## src/design/branch_regs.svh

```systemverilog
`ifndef BRANCH_REGS_SVH
`define BRANCH_REGS_SVH

// register byte offsets
`define PC_OFS       8'h00
`define FLAGS_OFS    8'h04
`define ISSUE_OFS    8'h08
`define STATUS_OFS   8'h0C

// status flag bit positions
`define FLAG_C       0
`define FLAG_N       2
`define FLAG_V       3
`define FLAG_H       5
`define FLAG_T       6

// issue register fields
`define ISSUE_OP_LSB 0
`define ISSUE_OP_W   4
`define ISSUE_K_LSB  8

// status register fields
`define STAT_BUSY    0
`define STAT_TAKEN   1

// reset values
`define PC_RST       32'h0000_0000
`define FLAGS_RST    8'h00

// bus responses
`define RESP_OKAY    2'h0
`define RESP_SLVERR  2'h2

`endif

```

## src/design/branch_pkg.sv

```systemverilog
package branch_pkg;

  typedef enum logic [3:0] {
    branch_same_or_higher,
    branch_lower,
    branch_minus,
    branch_plus,
    branch_signed_ge,
    branch_signed_lt,
    branch_half_carry_set,
    branch_half_carry_clear,
    branch_transfer_flag_set,
    branch_transfer_flag_clear,
    branch_overflow_set
  } branch_op_t;

  typedef enum logic [1:0] {
    st_idle,
    st_eval,
    st_jump
  } exec_state_t;

endpackage

```

## src/design/branch_cond_eval.sv

```systemverilog
`timescale 1ns/10ps
`default_nettype none
`include "branch_regs.svh"

module branch_cond_eval (
  // decoded branch
  input  wire branch_pkg::branch_op_t op,
  input  wire logic [7:0]             flags,
  // decision
  output logic                        take
);

  always_comb begin
    take = 1'b0;
    unique case (op)
      branch_pkg::branch_same_or_higher: take = !flags[`FLAG_C];
      branch_pkg::branch_lower: take = flags[`FLAG_C];
      branch_pkg::branch_minus: take = flags[`FLAG_N];
      branch_pkg::branch_plus: take = !flags[`FLAG_N];
      branch_pkg::branch_signed_ge: begin
        take = !(flags[`FLAG_N] ^ flags[`FLAG_V]);
      end
      branch_pkg::branch_signed_lt: begin
        take = flags[`FLAG_N] ^ flags[`FLAG_V];
      end
      branch_pkg::branch_half_carry_set: take = flags[`FLAG_H];
      branch_pkg::branch_half_carry_clear: take = !flags[`FLAG_H];
      branch_pkg::branch_transfer_flag_set: take = flags[`FLAG_T];
      branch_pkg::branch_transfer_flag_clear: begin
        take = !flags[`FLAG_T];
      end
      branch_pkg::branch_overflow_set: take = flags[`FLAG_V];
      default: take = 1'b0;
    endcase
  end

endmodule
`default_nettype wire

```

## src/design/branch_target_adder.sv

```systemverilog
`timescale 1ns/10ps
`default_nettype none

module branch_target_adder #(
  parameter int PCW = 16,
  parameter int KW  = 7
) (
  // operands
  input  wire logic [PCW-1:0] pc,
  input  wire logic [KW-1:0]  k,
  // result
  output logic      [PCW-1:0] target
);

  logic [PCW-1:0] k_ext;

  // signed word displacement
  assign k_ext  = {{(PCW-KW){k[KW-1]}}, k};
  assign target = pc + k_ext + {{(PCW-1){1'b0}}, 1'b1};

endmodule
`default_nettype wire

```

## src/design/conditional_branch_unit.sv

```systemverilog
// Operation
// - carry set: branch on carry jumps to pc plus offset plus one
// - branch on minus jumps only while negative flag is one
// - branch on plus jumps only while negative flag is zero
// - signed greater-or-equal jumps when negative xor overflow is zero
// - signed less-than jumps when negative xor overflow is one
// - half-carry set branch jumps only while half-carry is one
// - half-carry clear branch jumps only while half-carry is zero
// - transfer flag set branch jumps only while transfer flag is one
// - transfer flag clear branch jumps only while transfer flag is zero
// - overflow set branch jumps only while overflow flag is one
//
// The placing of the registers and register access over AXI4-Lite were decided locally.
`timescale 1ns/10ps
`default_nettype none
`include "branch_regs.svh"

module conditional_branch_unit #(
  parameter int PCW = 16,
  parameter int KW  = 7
) (
  // clock and reset
  input  wire logic        mclk,
  input  wire logic        nrst,
  // axi write address
  input  wire logic [7:0]  awaddr,
  input  wire logic        awvalid,
  output logic             awready,
  // axi write data
  input  wire logic [31:0] wdata,
  input  wire logic [3:0]  wstrb,
  input  wire logic        wvalid,
  output logic             wready,
  // axi write response
  output logic [1:0]       bresp,
  output logic             bvalid,
  input  wire logic        bready,
  // axi read address
  input  wire logic [7:0]  araddr,
  input  wire logic        arvalid,
  output logic             arready,
  // axi read data
  output logic [31:0]      rdata,
  output logic [1:0]       rresp,
  output logic             rvalid,
  input  wire logic        rready,
  // core view
  output logic [PCW-1:0]   pc_o,
  output logic [7:0]       flags_o,
  output logic             busy_o
);

  logic [7:0]               awaddr_r;
  logic [31:0]              wdata_r;
  logic [3:0]               wstrb_r;
  logic                     aw_held_r;
  logic                     w_held_r;
  logic                     awready_r;
  logic                     wready_r;
  logic                     bvalid_r;
  logic [1:0]               bresp_r;
  logic                     arready_r;
  logic                     rvalid_r;
  logic [1:0]               rresp_r;
  logic [31:0]              rdata_r;
  logic [PCW-1:0]           pc_r;
  logic [7:0]               flags_r;
  branch_pkg::branch_op_t   op_r;
  logic [KW-1:0]            k_r;
  logic                     taken_r;
  logic                     busy_r;
  branch_pkg::exec_state_t  state_r;
  branch_pkg::exec_state_t  state_nxt;
  logic                     wr_fire;
  logic                     hit_pc;
  logic                     hit_flags;
  logic                     hit_issue;
  logic                     wr_ok;
  logic                     issue_go;
  logic                     take_w;
  logic [PCW-1:0]           target_w;
  logic [31:0]              rd_mux;
  logic [1:0]               rd_resp;
  logic [31:0]              wmerge_pc;
  logic [31:0]              wmerge_flags;

  // merge written bytes into an old word
  function automatic logic [31:0] merge(input logic [31:0] old_w,
                                        input logic [31:0] new_w,
                                        input logic [3:0]  strb);
    logic [31:0] res;
    res = old_w;
    for (int i = 0; i < 4; i++) begin
      if (strb[i]) begin
        res[i*8 +: 8] = new_w[i*8 +: 8];
      end
    end
    return res;
  endfunction

  branch_cond_eval u_cond (
    .op    (op_r),
    .flags (flags_r),
    .take  (take_w)
  );

  branch_target_adder #(
    .PCW (PCW),
    .KW  (KW)
  ) u_adder (
    .pc     (pc_r),
    .k      (k_r),
    .target (target_w)
  );

  // write decode
  assign wr_fire   = aw_held_r && w_held_r && !bvalid_r;
  assign hit_pc    = (awaddr_r == `PC_OFS);
  assign hit_flags = (awaddr_r == `FLAGS_OFS);
  assign hit_issue = (awaddr_r == `ISSUE_OFS);
  assign issue_go  = wr_fire && hit_issue && (state_r == branch_pkg::st_idle)
                     && wstrb_r[0] && wstrb_r[1];
  assign wr_ok     = (hit_pc && busy_r == 1'b0) || hit_flags || issue_go;
  assign wmerge_pc    = merge({{(32-PCW){1'b0}}, pc_r}, wdata_r, wstrb_r);
  assign wmerge_flags = merge({24'h00_0000, flags_r}, wdata_r, wstrb_r);

  // write address and data capture
  always_ff @(posedge mclk) begin
    if (!nrst) begin
      aw_held_r <= 1'b0;
      awready_r <= 1'b1;
      awaddr_r  <= 8'h00;
    end else if (awvalid && awready_r) begin
      aw_held_r <= 1'b1;
      awready_r <= 1'b0;
      awaddr_r  <= awaddr;
    end else if (wr_fire) begin
      aw_held_r <= 1'b0;
      awready_r <= 1'b1;
    end
  end

  always_ff @(posedge mclk) begin
    if (!nrst) begin
      w_held_r <= 1'b0;
      wready_r <= 1'b1;
      wdata_r  <= 32'h0000_0000;
      wstrb_r  <= 4'h0;
    end else if (wvalid && wready_r) begin
      w_held_r <= 1'b1;
      wready_r <= 1'b0;
      wdata_r  <= wdata;
      wstrb_r  <= wstrb;
    end else if (wr_fire) begin
      w_held_r <= 1'b0;
      wready_r <= 1'b1;
    end
  end

  // write response
  always_ff @(posedge mclk) begin
    if (!nrst) begin
      bvalid_r <= 1'b0;
      bresp_r  <= `RESP_OKAY;
    end else if (wr_fire) begin
      bvalid_r <= 1'b1;
      bresp_r  <= wr_ok ? `RESP_OKAY : `RESP_SLVERR;
    end else if (bready) begin
      bvalid_r <= 1'b0;
    end
  end

  // flags: software only, a branch never writes them
  always_ff @(posedge mclk) begin
    if (!nrst) begin
      flags_r <= `FLAGS_RST;
    end else if (wr_fire && hit_flags) begin
      flags_r <= wmerge_flags[7:0];
    end
  end

  // branch latch
  always_ff @(posedge mclk) begin
    if (!nrst) begin
      op_r <= branch_pkg::branch_same_or_higher;
      k_r  <= {KW{1'b0}};
    end else if (issue_go) begin
      op_r <= branch_pkg::branch_op_t'(wdata_r[`ISSUE_OP_LSB +: `ISSUE_OP_W]);
      k_r  <= wdata_r[`ISSUE_K_LSB +: KW];
    end
  end

  // execution sequence
  always_comb begin
    state_nxt = state_r;
    unique case (state_r)
      branch_pkg::st_idle: begin
        if (issue_go) begin
          state_nxt = branch_pkg::st_eval;
        end
      end
      branch_pkg::st_eval: begin
        state_nxt = take_w ? branch_pkg::st_jump : branch_pkg::st_idle;
      end
      branch_pkg::st_jump: begin
        state_nxt = branch_pkg::st_idle;
      end
      default: state_nxt = branch_pkg::st_idle;
    endcase
  end

  always_ff @(posedge mclk) begin
    if (!nrst) begin
      state_r <= branch_pkg::st_idle;
      busy_r  <= 1'b0;
    end else begin
      state_r <= state_nxt;
      busy_r  <= (state_nxt != branch_pkg::st_idle);
    end
  end

  always_ff @(posedge mclk) begin
    if (!nrst) begin
      taken_r <= 1'b0;
    end else if (state_r == branch_pkg::st_eval) begin
      taken_r <= take_w;
    end
  end

  // program counter
  always_ff @(posedge mclk) begin
    if (!nrst) begin
      pc_r <= PCW'(`PC_RST);
    end else if (state_r == branch_pkg::st_jump) begin
      pc_r <= target_w;
    end else if (state_r == branch_pkg::st_eval && !take_w) begin
      pc_r <= pc_r + {{(PCW-1){1'b0}}, 1'b1};
    end else if (wr_fire && hit_pc && !busy_r) begin
      pc_r <= wmerge_pc[PCW-1:0];
    end
  end

  // read mux
  always_comb begin
    rd_mux  = 32'h0000_0000;
    rd_resp = `RESP_OKAY;
    unique case (araddr)
      `PC_OFS:     rd_mux = {{(32-PCW){1'b0}}, pc_r};
      `FLAGS_OFS:  rd_mux = {24'h00_0000, flags_r};
      `ISSUE_OFS: begin
        rd_mux[`ISSUE_OP_LSB +: `ISSUE_OP_W] = op_r;
        rd_mux[`ISSUE_K_LSB +: KW]          = k_r;
      end
      `STATUS_OFS: begin
        rd_mux[`STAT_BUSY]  = busy_r;
        rd_mux[`STAT_TAKEN] = taken_r;
      end
      default:     rd_resp = `RESP_SLVERR;
    endcase
  end

  always_ff @(posedge mclk) begin
    if (!nrst) begin
      arready_r <= 1'b1;
      rvalid_r  <= 1'b0;
      rdata_r   <= 32'h0000_0000;
      rresp_r   <= `RESP_OKAY;
    end else if (arvalid && arready_r) begin
      arready_r <= 1'b0;
      rvalid_r  <= 1'b1;
      rdata_r   <= rd_mux;
      rresp_r   <= rd_resp;
    end else if (rvalid_r && rready) begin
      arready_r <= 1'b1;
      rvalid_r  <= 1'b0;
    end
  end

  assign awready = awready_r;
  assign wready  = wready_r;
  assign bvalid  = bvalid_r;
  assign bresp   = bresp_r;
  assign arready = arready_r;
  assign rvalid  = rvalid_r;
  assign rdata   = rdata_r;
  assign rresp   = rresp_r;
  assign pc_o    = pc_r;
  assign flags_o = flags_r;
  assign busy_o  = busy_r;

  logic in_eval;
  logic [PCW-1:0] k_sext;
  assign in_eval = (state_r == branch_pkg::st_eval);
  assign k_sext  = PCW'($signed(k_r));
endmodule
`default_nettype wire

```

## config.mk

```make
export PLATFORM = sky130hd
export DESIGN_NAME = conditional_branch_unit
export DESIGN_NICKNAME = d
export VERILOG_FILES = /design/src/design/branch_pkg.sv /design/src/design/branch_cond_eval.sv /design/src/design/branch_target_adder.sv /design/src/design/conditional_branch_unit.sv
export VERILOG_INCLUDE_DIRS = /design/src /design/src/design
export SDC_FILE = /design/constraint.sdc
export NUM_CORES = 1
export LEC_CHECK = 0
export ABC_AREA = 0
export BUFFER_PORTS_ARGS = -buffer_cell sky130_fd_sc_hd__buf_2
export CORE_ASPECT_RATIO = 0.8
export CORE_UTILIZATION = 54
export CTS_CLUSTER_DIAMETER = 200
export DETAILED_ROUTE_END_ITERATION = 8
export PLACE_DENSITY = 0.9
export SKIP_CTS_REPAIR_TIMING = 1
export SYNTH_ARGS = -nofsm -noshare
export SYNTH_HDL_FRONTEND = slang
export SYNTH_SLANG_ARGS = --single-unit
```

## constraint.sdc

```tcl
create_clock -name mclk -period 2.65 [get_ports mclk]
set_clock_uncertainty 0.1 [all_clocks]
set_input_delay 0.6625 -clock mclk [delete_from_list [all_inputs] [get_ports mclk]]
set_output_delay 0.6625 -clock mclk [all_outputs]
set_load 0.01 [all_outputs]
```

==> run_results.csv <==
group,metric,value,unit
run_status,status,"finished, final reports clean",
timing,worst_pin_slew,0.773,ns
critical_path,rr_worst_depth,7,
yosys,synth_top_area_cell,"dfxtp_1",
yosys,synth.area.top_cells,"dfxtp_1 36%, mux2i_1 7.1%, nand2_1 6.3%, a21oi_1 5.5%, nor2_1 5.1%",
global_routing,grt_max_degree,54,
cts,htreeDepth,3,
power,p_per_area,491,nW/um^2
power,p_leak,2.59,nW
timing,period_share,0.938,
cts,insertion_delay,0.35,ns
cts,cts-root-buf,"clkbuf_16",
cts,cts.sinks,90,
layout,layout_commonest_cell,"dfxtp_1",
cts,clkTransAtPathRegs,0.07,ns
yosys,yosys_warnings,0,
power,p_clk_frac,0.433,
layout,drive_above_1_share,0.219,
yosys,ys.flop_type,"dfxtp_1",
power,seq_power_share,0.489,
layout,fillCellCount,751,
timing,max_slew_margin,0.485,
critical_path,path_max_fanout,8,
floorplanning,fp-row-count,31,
hold_path,hold_depth,2,
layout,diodes,0,
placement,postPlaceCellArea,5660,um^2
yosys,synthCells,617,
hold_path,hp-class,"flip-flop to flip-flop",
floorplanning,start_util,0.555,
yosys,syn_avg_cell_area,8.17,um^2
job,drv_cap,0,
global_routing,grt-ovfl-total,0,
floorplanning,core-area,9080,um^2
yosys,synthesis.area,5040,um^2
global_routing,grt_pass1_wl,22500,um
placement,hpwl,10500,um
floorplanning,die_y,88.4,um
detailed_routing,viasPerCell,5.97,
layout,register_area,1800,um^2
yosys,ys_seq_area_frac,0.357,
critical_path,end_kind,"flip-flop",
floorplanning,die-area,9730,um^2
global_routing,grt_pass1_vias,4578,
cts,clock_path_buffers,2,
global_routing,antenna_found_initial,0,
yosys,synth_top_area_frac,0.357,
timing,finalHoldViolCount,0,
detailed_routing,wirelength,14400,um
detailed_routing,ant_nets,0,
critical_path,cp-start-kind,"flip-flop",
yosys,ys_seq_elements,90,
placement,portBuffers,88,
global_routing,grt_use_total,0.305,
cts,cts_made_buffers,9,
yosys,synthDistinctLibCells,59,
detailed_routing,drtIter0Drc,574,
power,power_switching,747,uW
timing,slew_violations,0,
critical_path,cp.required,2.75,ns
detailed_routing,drc,0,
floorplanning,io_pins,125,
timing,setup_viol,0,
power,switching_share,0.255,
yosys,synth-edff-count,0,
detailed_routing,dr.pass1.iters,6,
detailed_routing,wl_per_cell,17.3,um
power,p_total,2.93,mW
floorplanning,die_w,110,um
timing,rsz0062_at_grt,"false",
detailed_routing,vias,4991,
timing,final.min_clock_period,2.49,ns
power,intPower,2.19,mW
cts,cts_tree,"done",
critical_path,crit_type,"flip-flop to flip-flop",
layout,final_cell_mix,"90 x dfxtp_1, 88 x buf_2, 84 x nand2_1",
layout,final_cell_area,5970,um^2
placement,place_congestion,0.911,
yosys,async_flop_share,0,
timing,setup_tns,0,ns
layout,finalNetCount,792,
critical_path,cp_data_arrival_time,2.59,ns
power,peakVddDrop,0.488,mV
timing,fmax,402,MHz
layout,area_growth,18.3,%
layout,multi_input_area,3000,um^2
power,power_frac_comb,0.078,
cell type report:
type	count	area share
repair buffers	117	0.112
flip-flops and latches	90	0.302
inverters	13	0.00818
multi-input cells	485	0.503
well taps	115	0.0241
clock buffers	11	0.0424
clock inverters	5	0.00755
stage by stage:
stage	util	setup slack (ns)	cells	hold slack, ns
6_report	0.657	0.163	836	0.359
5_1_grt	0.657	0.0784	836	0.389
4_1_cts	0.657	0.123	836	0.360
3_5_place_dp	0.624	0.150	820	0.351
3_3_place_gp	0.624	0.189	820	0.342
2_1_floorplan	-	0.261	634	0.333
per-layer routing:
layer  GRT usage  part of all wire
met1       0.423              0.43
met2       0.472              0.44
met3      0.0663              0.11
met4       0.101             0.019
met5           0                 0
registers in the layout (all words and copies together) (netlist names), 2 cells and up:
register and cells:
pc_o 16, k_r 7, state_r 2, flags_o 8, wdata_r 16, awaddr_r 8
op_r 4, wstrb_r 2, rdata 16
worst max-delay path, stage by stage (launching register included):
cell and delay (ns):
dfxtp_1 0.50, xnor2_1 0.12, o31a_1 0.26, a22oi_2 0.31
a21oi_2 0.19, buf_4 0.19, o41ai_1 0.54, a31oi_1 0.12
cells by family (layout without fill, tap and decap cells):
logic type,count (synthesis),in the layout,share of synthesized area
multiplexers,43,43,0.0931
AND/OR/NAND/NOR,242,242,0.219
flip-flops,90,90,0.357
other,1,18,0.000744
adder cells (fa/ha/maj),17,17,0.0437
AO/OA/AOI/OAI,145,145,0.186
buffers and inverters,59,146,0.0620
XOR/XNOR,20,20,0.0375
power by group through the flow:
stage	sequential [mW]	combinational [mW]	clock [mW]
final	1.43	0.229	1.27
after global routing	1.44	0.258	1.34
after CTS	1.43	0.227	1.28
after detailed placement	1.46	0.226	0
after global placement	1.46	0.218	0
after floorplan	1.46	0.155	0
final timing paths:
path,start,endpoint,slack (ns)
worst max-delay path,op_r[0]$_SDFFE_PN0P_,pc_o[3]$_SDFFE_PN0P_,0.16
worst min register to register,rdata[15]$_SDFFE_PN0P_,rdata[15]$_SDFFE_PN0P_,0.36
worst max register to register,op_r[0]$_SDFFE_PN0P_,pc_o[3]$_SDFFE_PN0P_,0.16
worst min-delay path,rdata[15]$_SDFFE_PN0P_,rdata[15]$_SDFFE_PN0P_,0.36
cell usage after synthesis (3+ instances only):
library cell and number:
mux2i_1 36, inv_1 13, or2_2 3, xnor2_1 12, or3_1 4, a22oi_1 5, a21o_1 3, a21oi_1 55
ha_1 16, dfxtp_1 90, o41ai_1 3, mux2_2 3, and3_1 3, and2_1 5, nand4_1 5, nor2_1 68
o21ai_0 29, a221oi_1 7, clkbuf_1 20, nand3_1 20, nor2b_1 6, o31ai_1 4, nand2_1 84, nand2b_1 11
a31oi_1 7, buf_4 20, xor2_1 7, a211oi_1 4, o221a_2 7, buf_1 3, o21a_1 6, nor3_1 21
Note: power is estimated with default switching activity, not from simulation.
